<file path="config.mk">
export PLATFORM = sky130hd
export DESIGN_NAME = oss_top
export DESIGN_NICKNAME = d
export VERILOG_FILES = /design/src/include/oss_pkg.sv /design/src/core/oss_crc.sv /design/src/core/oss_out_latch.sv /design/src/core/oss_top.sv
export SDC_FILE = /design/constraint.sdc
export NUM_CORES = 1
export LEC_CHECK = 0
export ABC_AREA = 1
export BUFFER_PORTS_ARGS = -buffer_cell sky130_fd_sc_hd__buf_4
export CORE_MARGIN = 2
export CORE_UTILIZATION = 48
export CTS_BUF_LIST = sky130_fd_sc_hd__clkbuf_16
export CTS_CLUSTER_SIZE = 12
export DETAILED_ROUTE_END_ITERATION = 10
export GPL_TIMING_DRIVEN = 0
export PLACE_DENSITY = 0.78
export SETUP_SLACK_MARGIN = 0.3
export SYNTH_ARGS = -nofsm -noshare
export SYNTH_HDL_FRONTEND = slang
export SYNTH_HIERARCHICAL = 1
export SYNTH_SLANG_ARGS = --single-unit
</file>
<file path="constraint.sdc">
create_clock -name clk -period 1.2 [get_ports clk]
set_input_delay 0 -clock clk [delete_from_list [all_inputs] [get_ports clk]]
set_output_delay 0 -clock clk [all_outputs]
set_load 0.03 [all_outputs]
</file>
<file path="src/include/oss_pkg.sv">
/*
  Constants shared by the octal switch output control block: register map,
  field positions, reset values and link check settings.
  Assumes a 32-bit AXI4-Lite register bus with byte addresses.
*/
package oss_pkg;

  // Sizes
  localparam int          OSS_NSW       = 8;
  localparam int          OSS_AW        = 8;
  localparam int          OSS_DW        = 32;
  localparam int          OSS_NIRQ      = 4;
  localparam int          OSS_NSUP      = 4;

  // Register byte offsets
  localparam logic [7:0]  OSS_OFS_OUT   = 8'h00;
  localparam logic [7:0]  OSS_OFS_STAT  = 8'h04;
  localparam logic [7:0]  OSS_OFS_MASK  = 8'h08;
  localparam logic [7:0]  OSS_OFS_GERR  = 8'h0c;
  localparam logic [7:0]  OSS_OFS_PINS  = 8'h10;
  localparam logic [7:0]  OSS_OFS_TXCRC = 8'h14;

  // Interrupt status bits
  localparam int          OSS_IRQ_LINK  = 0;
  localparam int          OSS_IRQ_SUP   = 1;
  localparam int          OSS_IRQ_UPD   = 2;
  localparam int          OSS_IRQ_TXC   = 3;

  // Global error register bits
  localparam int          OSS_GE_VDD    = 0;
  localparam int          OSS_GE_VA     = 1;
  localparam int          OSS_GE_VL     = 2;
  localparam int          OSS_GE_VINT   = 3;

  // Reset values
  localparam logic [7:0]  OSS_OUT_RST   = 8'h00;
  localparam logic [3:0]  OSS_MASK_RST  = 4'h0;
  localparam logic [3:0]  OSS_GERR_RST  = 4'h8;

  // Link check polynomial and seed
  localparam logic [7:0]  OSS_CRC_POLY  = 8'h07;
  localparam logic [7:0]  OSS_CRC_INIT  = 8'h00;

  // AXI responses
  localparam logic [1:0]  OSS_RESP_OK   = 2'h0;
  localparam logic [1:0]  OSS_RESP_ERR  = 2'h2;

endpackage

</file>
<file path="src/core/oss_crc.sv">
/*
  Byte-wide running check code over a byte stream.
  Assumes clr and en are one-cycle strobes synchronous to clk.
*/
`timescale 1ns/1ps
module oss_crc
  import oss_pkg::*;
(
  // Clock and reset
  input  wire logic       clk,
  input  wire logic       rst,
  // Byte stream
  input  wire logic       clr,
  input  wire logic       en,
  input  wire logic [7:0] data,
  // Running code
  output logic      [7:0] crc
);
  import oss_pkg::*;

  typedef struct packed {
    logic [7:0] crc;
  } oss_crc_s;

  oss_crc_s q_ff;
  oss_crc_s nxt_q;

  // Shift one byte through the polynomial, clear wins over a new byte
  always_comb begin
    logic [7:0] c;
    c = q_ff.crc ^ data;
    for (int i = 0; i < 8; i++) begin
      c = c[7] ? ((c << 1) ^ OSS_CRC_POLY) : (c << 1);
    end
    nxt_q = q_ff;
    if (clr) begin
      nxt_q.crc = OSS_CRC_INIT;
    end else if (en) begin
      nxt_q.crc = c;
    end
  end

  // State register
  always_ff @(posedge clk) begin
    if (rst) begin
      q_ff.crc <= OSS_CRC_INIT;
    end else begin
      q_ff <= nxt_q;
    end
  end

  assign crc = q_ff.crc;
endmodule

</file>
<file path="src/core/oss_out_latch.sv">
/*
  Update latch between the output state register and the switches.
  Assumes the strobe pin is synchronous to clk.
*/
`timescale 1ns/1ps
module oss_out_latch
  import oss_pkg::*;
(
  // Clock and reset
  input  wire logic               clk,
  input  wire logic               rst,
  // Controls
  input  wire logic               strobe,
  input  wire logic [OSS_NSW-1:0] reg_val,
  // Applied pattern
  output logic      [OSS_NSW-1:0] applied
);
  import oss_pkg::*;

  typedef struct packed {
    logic               strobe_prev;
    logic [OSS_NSW-1:0] applied;
  } oss_latch_s;

  oss_latch_s q_ff;
  oss_latch_s nxt_q;

  // Load on the rising edge, follow the register while strobe stays high
  always_comb begin
    nxt_q = q_ff;
    nxt_q.strobe_prev = strobe;
    if (strobe && !q_ff.strobe_prev) begin
      nxt_q.applied = reg_val;
    end else if (strobe) begin
      nxt_q.applied = reg_val;
    end
  end

  // State register
  always_ff @(posedge clk) begin
    if (rst) begin
      q_ff <= '0;
    end else begin
      q_ff <= nxt_q;
    end
  end

  assign applied = q_ff.applied;
endmodule

</file>
<file path="src/core/oss_top.sv">
/*
  Control and status logic of an octal high-side switch: AXI4-Lite registers,
  update strobe handling, enable gating, alert, link error and ready pins.
  Assumes all pins synchronous to clk; supply good levels come from monitors.
*/
// Our own choices: register access over AXI4-Lite and the placing of the registers.
`timescale 1ns/1ps
module oss_top
  import oss_pkg::*;
(
  // Clock and reset
  input  wire logic               clk,
  input  wire logic               srst,
  // AXI4-Lite write
  input  wire logic [OSS_AW-1:0]  s_awaddr,
  input  wire logic               s_awvalid,
  output logic                    s_awready,
  input  wire logic [OSS_DW-1:0]  s_wdata,
  input  wire logic [3:0]         s_wstrb,
  input  wire logic               s_wvalid,
  output logic                    s_wready,
  output logic      [1:0]         s_bresp,
  output logic                    s_bvalid,
  input  wire logic               s_bready,
  // AXI4-Lite read
  input  wire logic [OSS_AW-1:0]  s_araddr,
  input  wire logic               s_arvalid,
  output logic                    s_arready,
  output logic      [OSS_DW-1:0]  s_rdata,
  output logic      [1:0]         s_rresp,
  output logic                    s_rvalid,
  input  wire logic               s_rready,
  // Control pins
  input  wire logic               en,
  input  wire logic               output_update_strobe,
  input  wire logic               crc_check_select,
  // Supply monitors
  input  wire logic               vdd_ok,
  input  wire logic               va_ok,
  input  wire logic               vl_ok,
  input  wire logic               vint_ok,
  // Serial link byte streams
  input  wire logic [7:0]         rx_data,
  input  wire logic               rx_valid,
  input  wire logic               rx_last,
  input  wire logic [7:0]         tx_data,
  input  wire logic               tx_valid,
  input  wire logic               tx_last,
  output logic      [7:0]         tx_crc,
  // Switch outputs
  output logic      [OSS_NSW-1:0] sw_on,
  output logic      [OSS_NSW-1:0] sw_oe,
  output logic                    ow_src_en,
  // Open-drain pins
  input  wire logic               fault_i,
  output logic                    fault_o,
  output logic                    fault_oe,
  input  wire logic               link_error_flag_n_i,
  output logic                    link_error_flag_n_o,
  output logic                    link_error_flag_n_oe,
  input  wire logic               ready_i,
  output logic                    ready_o,
  output logic                    ready_oe,
  // Interrupt
  output logic                    irq
);
  import oss_pkg::*;

  typedef struct packed {
    logic [OSS_AW-1:0]   aw_addr;
    logic                aw_got;
    logic [OSS_DW-1:0]   w_data;
    logic [3:0]          w_strb;
    logic                w_got;
    logic                awready;
    logic                wready;
    logic                bvalid;
    logic [1:0]          bresp;
    logic                arready;
    logic                rvalid;
    logic [OSS_DW-1:0]   rdata;
    logic [1:0]          rresp;
    logic [OSS_NSW-1:0]  out_state;
    logic [OSS_NIRQ-1:0] status;
    logic [OSS_NIRQ-1:0] mask;
    logic [OSS_NSUP-1:0] gerr;
    logic [OSS_NSW-1:0]  sw_on;
    logic [OSS_NSW-1:0]  sw_oe;
    logic                ow_src_en;
    logic                fault_oe;
    logic                link_oe;
    logic                ready_oe;
    logic                irq;
    logic [7:0]          tx_crc;
    logic [OSS_NSW-1:0]  applied_prev;
  } oss_state_s;

  oss_state_s q_ff;
  oss_state_s nxt_q;

  logic                rst_all;
  logic                sup_ok;
  logic [OSS_NSW-1:0]  applied;
  logic [7:0]          rx_crc;
  logic [7:0]          tx_run;
  logic                rx_bad;
  logic                wr_go;
  logic                rd_go;
  logic [OSS_NSUP-1:0] sup_low;

  // Register supply loss acts as a reset of all state
  assign rst_all = srst | ~vint_ok;
  assign sup_ok  = vdd_ok & va_ok & vl_ok & vint_ok;
  assign sup_low = {~vint_ok, ~vl_ok, ~va_ok, ~vdd_ok};

  // Update latch; one register bit per switch, set means on
  oss_out_latch u_latch (
    .clk     (clk),
    .rst     (rst_all),
    .strobe  (output_update_strobe),
    .reg_val (q_ff.out_state),
    .applied (applied)
  );

  // Running code over received bytes, the last byte carries the sender's code
  oss_crc u_rx_crc (
    .clk  (clk),
    .rst  (rst_all),
    .clr  (rx_valid & rx_last),
    .en   (rx_valid & ~rx_last & crc_check_select),
    .data (rx_data),
    .crc  (rx_crc)
  );

  // Running code over transmitted bytes
  oss_crc u_tx_crc (
    .clk  (clk),
    .rst  (rst_all),
    .clr  (tx_valid & tx_last),
    .en   (tx_valid & ~tx_last & crc_check_select),
    .data (tx_data),
    .crc  (tx_run)
  );

  // Mismatch only counts while checking is selected
  assign rx_bad = rx_valid & rx_last & crc_check_select & (rx_data != rx_crc);
  assign wr_go  = q_ff.aw_got & q_ff.w_got & ~q_ff.bvalid;
  assign rd_go  = s_arvalid & q_ff.arready;

  // Next state: bus slave, registers, events and pins
  always_comb begin
    logic [OSS_NIRQ-1:0] ev;
    logic [OSS_NIRQ-1:0] w1c;
    logic                gerr_rd;
    nxt_q   = q_ff;
    ev      = '0;
    w1c     = '0;
    gerr_rd = 1'b0;
    // Address and data taken in either order
    if (s_awvalid && q_ff.awready) begin
      nxt_q.aw_addr = s_awaddr;
      nxt_q.aw_got  = 1'b1;
    end
    if (s_wvalid && q_ff.wready) begin
      nxt_q.w_data = s_wdata;
      nxt_q.w_strb = s_wstrb;
      nxt_q.w_got  = 1'b1;
    end
    // Perform the write once both halves are in
    if (wr_go) begin
      nxt_q.aw_got = 1'b0;
      nxt_q.w_got  = 1'b0;
      nxt_q.bvalid = 1'b1;
      nxt_q.bresp  = OSS_RESP_OK;
      case (q_ff.aw_addr)
        OSS_OFS_OUT: begin
          if (q_ff.w_strb[0]) begin
            nxt_q.out_state = q_ff.w_data[OSS_NSW-1:0];
          end
        end
        OSS_OFS_STAT: begin
          if (q_ff.w_strb[0]) begin
            w1c = q_ff.w_data[OSS_NIRQ-1:0];
          end
        end
        OSS_OFS_MASK: begin
          if (q_ff.w_strb[0]) begin
            nxt_q.mask = q_ff.w_data[OSS_NIRQ-1:0];
          end
        end
        OSS_OFS_GERR, OSS_OFS_PINS, OSS_OFS_TXCRC: begin
          nxt_q.bresp = OSS_RESP_OK;
        end
        default: begin
          nxt_q.bresp = OSS_RESP_ERR;
        end
      endcase
    end
    if (q_ff.bvalid && s_bready) begin
      nxt_q.bvalid = 1'b0;
    end
    nxt_q.awready = ~nxt_q.aw_got & ~nxt_q.bvalid;
    nxt_q.wready  = ~nxt_q.w_got & ~nxt_q.bvalid;
    // Read: data one cycle after the address is taken
    if (rd_go) begin
      nxt_q.arready = 1'b0;
      nxt_q.rvalid  = 1'b1;
      nxt_q.rresp   = OSS_RESP_OK;
      nxt_q.rdata   = '0;
      case (s_araddr)
        OSS_OFS_OUT: begin
          nxt_q.rdata[OSS_NSW-1:0] = q_ff.out_state;
        end
        OSS_OFS_STAT: begin
          nxt_q.rdata[OSS_NIRQ-1:0] = q_ff.status;
        end
        OSS_OFS_MASK: begin
          nxt_q.rdata[OSS_NIRQ-1:0] = q_ff.mask;
        end
        OSS_OFS_GERR: begin
          nxt_q.rdata[OSS_NSUP-1:0] = q_ff.gerr;
          gerr_rd = 1'b1;
        end
        OSS_OFS_PINS: begin
          nxt_q.rdata[13:0] = {fault_i, link_error_flag_n_i, ready_i,
                               crc_check_select, output_update_strobe, en,
                               applied};
        end
        OSS_OFS_TXCRC: begin
          nxt_q.rdata[7:0] = q_ff.tx_crc;
        end
        default: begin
          nxt_q.rresp = OSS_RESP_ERR;
        end
      endcase
    end else if (q_ff.rvalid && s_rready) begin
      nxt_q.rvalid  = 1'b0;
      nxt_q.arready = 1'b1;
    end else if (!q_ff.rvalid) begin
      nxt_q.arready = 1'b1;
    end
    // Latched supply faults clear on read, a new fault in that cycle wins
    nxt_q.gerr = (gerr_rd ? '0 : q_ff.gerr) | sup_low;
    // Events set sticky bits, set wins over write-one-to-clear
    ev[OSS_IRQ_LINK] = rx_bad;
    ev[OSS_IRQ_SUP]  = |(sup_low & ~q_ff.gerr);
    ev[OSS_IRQ_UPD]  = applied != q_ff.applied_prev;
    ev[OSS_IRQ_TXC]  = tx_valid & tx_last & crc_check_select;
    nxt_q.status = (q_ff.status & ~w1c) | ev;
    nxt_q.applied_prev = applied;
    // Code of the finished outgoing frame
    if (tx_valid && tx_last && crc_check_select) begin
      nxt_q.tx_crc = tx_run;
    end
    // Switches: enable and supplies gate the applied pattern
    nxt_q.sw_on = (en && sup_ok) ? applied : '0;
    nxt_q.sw_oe = {OSS_NSW{en & sup_ok}};
    nxt_q.ow_src_en = sup_ok;
    // Alert, link error and irq pins follow the next register contents; ready follows vint_ok and vl_ok
    nxt_q.irq      = |(nxt_q.status & nxt_q.mask);
    nxt_q.fault_oe = (|(nxt_q.status & nxt_q.mask))
                   | ((|nxt_q.gerr) & nxt_q.mask[OSS_IRQ_SUP]);
    nxt_q.link_oe  = nxt_q.status[OSS_IRQ_LINK];
    nxt_q.ready_oe = ~(vint_ok & vl_ok);
  end

  // State register; srst or register supply loss forces reset contents and drives ready high
  always_ff @(posedge clk) begin
    if (rst_all) begin
      q_ff           <= '0;
      q_ff.out_state <= OSS_OUT_RST;
      q_ff.mask      <= OSS_MASK_RST;
      q_ff.gerr      <= OSS_GERR_RST;
      q_ff.ready_oe  <= 1'b1;
    end else begin
      q_ff <= nxt_q;
    end
  end

  // Outputs straight from the state register; fault_o, link_error_flag_n_o and ready_o are constants
  assign s_awready            = q_ff.awready;
  assign s_wready             = q_ff.wready;
  assign s_bvalid             = q_ff.bvalid;
  assign s_bresp              = q_ff.bresp;
  assign s_arready            = q_ff.arready;
  assign s_rvalid             = q_ff.rvalid;
  assign s_rdata              = q_ff.rdata;
  assign s_rresp              = q_ff.rresp;
  assign tx_crc               = q_ff.tx_crc;
  assign sw_on                = q_ff.sw_on;
  assign sw_oe                = q_ff.sw_oe;
  assign ow_src_en            = q_ff.ow_src_en;
  assign fault_o              = 1'b0;
  assign fault_oe             = q_ff.fault_oe;
  assign link_error_flag_n_o  = 1'b0;
  assign link_error_flag_n_oe = q_ff.link_oe;
  assign ready_o              = 1'b1;
  assign ready_oe             = q_ff.ready_oe;
  assign irq                  = q_ff.irq;
endmodule

</file>
---- Word level (Yosys, flattened, before mapping) ----
Cells that the tools add are included.
storage, ports and cells
  flip-flop bits (word level) ............. 117
  latch bits .............................. 0
  RAM bits ................................ 0
  memory bits (read-only) ................. 0
  input bits .............................. 89
  output and inout bits ................... 73
  word-level logic and storage cells ...... 167
  memories ................................ 0
cells by class
  $add $sub $neg .......................... 0
  multiply operators ...................... 0
  divide/modulo/power cells ............... 0
  magnitude comparators ................... 0
  equal/unequal tests ..................... 13
  shift-type cells ........................ 0
  muxes and demuxes ....................... 42
  bitwise gates (word level) .............. 59
  reductions and logical operators ........ 23
operators with widths
  cell                  count
  $mux W3               17
  $not A3 Y3            16
  $eq A8 B4 Y1 const B  4
  $eq A8 B5 Y1 const B  4
  $mux W4               7
  $pmux W4 S6           1
  $and A1 B1 Y1         20
  $eq A8 B3 Y1 const B  2
  $logic_not A8 Y1      2
  $mux W8               2
  $ne A8 B8 Y1          2
  $xor A8 B8 Y8         2
  $and A4 B4 Y4         3
  $not A1 Y1            12
  $pmux W4 S3           1
  $reduce_or A4 Y1      3
  $reduce_or A6 Y1      2
  $mux W1               11
  $logic_and A1 B1 Y1   8
  $not A4 Y4            2
  $or A4 B4 Y4          2
  $reduce_or A2 Y1      4
  $mux W6               1
  $mux W2               2
  other kinds (5)       7

---- Logic depth before layout (Yosys ltp) ----
  depth after elaboration ................. 17
  gate-level depth with buffers ........... 12
  gate-level depth less buffers ........... 12

---- Modules after synthesis ----
The synthesis kept the hierarchy.
by module, submodules not included
  module         instances  cells an instance  area each (µm²)  sequential area each (µm²)
  oss_top        1          597                4229.1           1781.7
  oss_crc        2          125                699.4            160.2
  oss_out_latch  1          59                 402.9            160.2

---- Worst setup path after synthesis ----
Ideal clock, no wire load.
  kind .................................... register to register
  start ................................... reg q_ff (netlist bit s_arready)
  end ..................................... reg q_ff (netlist bit fault_oe)
  setup time .............................. 121 ps
  data arrival time ....................... 1351 ps
  data required time ...................... 1079 ps
  path slack .............................. -272 ps
  stages on the path, launching flop included .. 10
  path buffers ............................ 0
  clock period less this slack ............ 1472 ps
  cell sequence ........................... dfxtp_1 nand2_1 inv_2 nand3_1 nand2_1 nand2_1 nor2_1 nand2_1 nand2_1 nand3_1
on the way
  word-level cells in the longest chain between the ends .. 7
ends and longest elaborated chain
  what                    line            text
  from (decl)             oss_top.sv:98   oss_state_s q_ff;
  from (signal assigned)  oss_top.sv:276  q_ff <= nxt_q;
  $and A1 B1 Y1           oss_top.sv:148  assign rd_go = s_arvalid & q_ff.arready;
  $mux W1                 oss_top.sv:205  if (rd_go) begin
  $mux W4                 oss_top.sv:243  nxt_q.gerr = (gerr_rd ? '0 : q_ff.gerr) | sup_low;
  $or A4 B4 Y4            oss_top.sv:243
  $reduce_or A4 Y1        oss_top.sv:262  | ((|nxt_q.gerr) & nxt_q.mask[OSS_IRQ_SUP]);
  $and A1 B1 Y1           oss_top.sv:262
  $or A1 B1 Y1            oss_top.sv:262
No other way between the ends.
A chain may end at the register's enable or synchronous reset.

---- Worst setup path in the final report ----
  start ................................... reg q_ff[143] (netlist name)
  end ..................................... reg q_ff (netlist bit fault_oe)
on the way
  word-level cells in the longest chain between the ends .. 9
  elaborated cells between the ends (all ways) .. 13
  classes of those cells .................. eq/ne: 2; mux: 4; bitwise: 6; reduce/logical: 1
ends and longest elaborated chain
  what              line            text
  $eq A8 B3 Y1      oss_top.sv:175  case (q_ff.aw_addr)
  $mux W4           oss_top.sv:175
  $mux W4           oss_top.sv:170  if (wr_go) begin
  $not A4 Y4        oss_top.sv:249  nxt_q.status = (q_ff.status & ~w1c) | ev;
  $and A4 B4 Y4     oss_top.sv:249
  $or A4 B4 Y4      oss_top.sv:249
  $and A4 B4 Y4     oss_top.sv:261  nxt_q.fault_oe = (|(nxt_q.status & nxt_q.mask))
  $reduce_or A4 Y1  oss_top.sv:261
  $or A1 B1 Y1 (*)  oss_top.sv:262
Mark *: on every way between the ends. The rest lies on a longest branch, timed or not.

==> summary.txt <==
WL per Instance: 15.3 um
vias per cell: 5.02
Final Skew: 0.00666 ns
CTS tree: built
post-synthesis simple-gate area fraction: 30.7%
status: finished with violations
proportion of layout cells with a drive suffix above 1: 50.4%
XOR/XNOR Fraction of Synth Area: 3.55%
failing checks: setup timing
final setup vio count: 19
Hold Buf Count CTS: 34
Critical R2R Capture: fault_oe
Hold Startpoint: s_araddr[4]
worst setup margin: -0.252 ns
critical path peak fanout: 6
r2r worst-path depth: 10
Clock Pin Slew Worst Setup and Hold Paths: 0.05 ns
Worst Hold Class: input pin to flop
Peak Freq: 0.689 GHz
largest family of logic cells by synthesized area: simple AND/OR/NAND/NOR gates
actual slew at the worst max-slew pin: 0.553 ns
prevailing post-synth register cell: dfxtp_1
Core ar.: 12200 um^2
mux contribution to synthesized area: 0%
Filler cells: 665
Antenna diodes: 0
share of the yosys chip area belonging to registers: 37.5%
final worst-path cycle share: 121%
Sink Count: 113
Final Max Slew Viols: 0
leading cell type in the layout, fill and taps excluded: nand2_1
drt drc: 0
remaining global-route overflow: 0
first-pass GRT wire length: 29000 um
CP Data Required Time: 1.51 ns
I/O pin total: 162
Worst Hold Depth: 5
minimum clock period: 1.45 ns
Slowest cell on crit path: dfxtp_2
Antenna Nets Post-Route: 0
Setup Slack @ Placement: -0.346 ns
area grow syn2layout: 69.6%
number of global-route vias before repair: 6358
max_slew headroom: 63.1%
total routed wirelength: 20600 um
initial antenna violation count: 0
number of port buffers: 111
Worst Path Arrival: 1.76 ns
Adder-Cell Fraction of Synth Area: 0%
largest net degree at the start of global routing: 17
RD Place Congestion: 0.909
total CTS buffers: 17
Ys Warns: 6
Leak: 4.72 nW
most frequent cells in the layout: 150 x nand2_1, 140 x buf_4, 115 x buf_6
H-tree depth: 4
synthesized instance count: 906
startpoint type of the worst setup path: flop
Synth Register Bits: 113
Post-synth EDFFs: 0
Clock Latency Late Sink: 0.42 ns
most frequent CP cell: nand2_2
syn avg cell area: 6.66 um^2
initial core utilization: 49.6%
power per cell area: 1010 nW/um^2
row count: 40
die area: 13500 um^2
Unique masters post-synth: 37
endpoints failing hold: 0
hold endpoint: q_ff[40]
WHS: 0.00554 ns
Initial DRT Pass Iterations: 5
Post-Syn Area: 6030 um^2
CP peak stage delay: 0.33 ns
RSZ-0062 raised after global routing: true
WS Path Type: flop to flop
dpl hpwl: 10900 um
via count: 6737
drt initial violations: 451
max-cap viol count: 0
DIE WIDTH: 116 um
R2R Path Start: q_ff[143]
CTS root buf: clkbuf_16
element type at the critical path end: flop
setup slack, reg-to-reg: -0.25 ns
ys async rst share: 0%
CTS max path bufs: 2
complex-gate fraction of the synthesized area: 10.1%
GRT Resource Usage Total: 27.7%
setup_tns: -2.45 ns
Peak VDD IR: 0.000913 V
CP Cell Sequence: nor2_4 > nand2_4 > nor2_4 > nand3_2 > nand2_2 > nand2_2 > nand2_2 > nand3_2 > nand2_2 > nand3_2
Layout Nets: 1250
die outline height: 116 um
==> synth_stat cells (2+ instances only) <==
cell type / n / area (um^2)
conb_1: 2 / 7.51
buf_2: 4 / 20.0
nor2_1: 125 / 469
o21ai_1: 24 / 120
nand2_1: 244 / 916
o21ai_0: 33 / 165
clkbuf_2: 2 / 10.0
buf_4: 71 / 533
nand4_1: 2 / 12.5
clkbuf_1: 7 / 26.3
nor2_4: 2 / 22.5
xor2_2: 2 / 32.5
nor2_2: 4 / 25.0
xor2_1: 8 / 70.1
nand3_1: 55 / 275
inv_1: 106 / 398
inv_2: 9 / 33.8
xnor2_1: 9 / 78.8
nand3b_1: 2 / 15.0
buf_1: 2 / 7.51
or2_1: 3 / 18.8
xnor2_2: 2 / 32.5
or2_2: 6 / 37.5
dfxtp_1: 113 / 2260
clkbuf_8: 2 / 27.5
o22ai_1: 10 / 62.6
o21a_1: 4 / 30.0
a21oi_1: 41 / 205
nor3_2: 2 / 20.0
nand3_2: 3 / 30.0
==> layer usage <==
metal,up-vias,track usage (%),wire length (um)
li1,3240,-,-
met1,3114,32.6,7860
met2,318,48.4,10600
met3,65,6.85,1380
met4,0,11.5,699
met5,-,0,0
==> layout make-up <==
| class | instances | area (um^2) | area share (%) |
|---|---|---|---|
| plain buffers | 90 | 876 | 8.56 |
| clock buffers | 17 | 425 | 4.16 |
| clock inverters | 14 | 110 | 1.08 |
| inverters | 116 | 488 | 4.77 |
| multi-input cells | 609 | 3750 | 36.7 |
| flip-flops and latches | 113 | 2400 | 23.5 |
| well taps | 168 | 210 | 2.06 |
| repair buffers | 213 | 1960 | 19.2 |
| repair inverters | 1 | 5.00 | 0.0489 |
==> registers in the layout (all words and copies together), names as in the netlist, 8 cells and up <==
name / cells
q_ff: 47
sw_on: 8
u_rx_crc/crc: 8
tx_crc: 8
u_tx_crc/crc: 8
s_rdata: 14
u_latch/applied: 8
==> worst max-delay path by stage <==
stage,end,slack (ns),from,depth (start not counted)
2_1_floorplan,q_ff[50],-0.08,q_ff[136],7
3_3_place_gp,u_rx_crc/crc[7],-0.33,vint_ok,11
3_5_place_dp,u_rx_crc/crc[7],-0.35,vint_ok,11
4_1_cts,q_ff[56],-0.20,q_ff[137],7
5_1_grt,fault_oe,-0.34,q_ff[140],10
6_report,fault_oe,-0.25,q_ff[143],10
==> critical path, delay by kind of cell, from the launching register on <==
family | cells | cell delay [ns]
AND/OR/NAND/NOR | 10 | 0.99
flip-flops | 1 | 0.33
==> stage by stage <==
step           total power, mW  instance area [um^2]  utilization, %  instances
2_1_floorplan             4.75                  6360               -        927
3_5_place_dp              5.12                  7400            60.9       1206
6_report                  10.3                 10200            84.1       1341
4_1_cts                   10.0                  9470            77.9       1316
5_1_grt                   10.6                 10200            84.1       1341
3_3_place_gp              5.10                  7400            60.9       1206
==> cells by family (layout without fill, tap and decap cells) <==
logic type	after synthesis	count (layout)
AND/OR/NAND/NOR	450	451
buffers and inverters	206	451
AO/OA/AOI/OAI	114	114
flip-flops	113	113
XOR/XNOR	21	21
other	2	23
==> report_power, final <==
part	switching [mW]	leakage, nW	internal [mW]
clock network	1.68	0.276	2.95
registers	0.0700	0.953	3.79
logic	1.00	3.49	0.803
total	2.75	4.72	7.54
==> repair_timing <==
action / 4_1_cts / 5_1_grt
endpoints found under the hold margin: 44 / 1
buffers inserted: 42 / 24
resized for setup: 286 / 161
pin swaps: 96 / 86
gates cloned: 3 / 1
setup endpoints to repair: 107 / 139
Power figures use the tool's default switching activity.
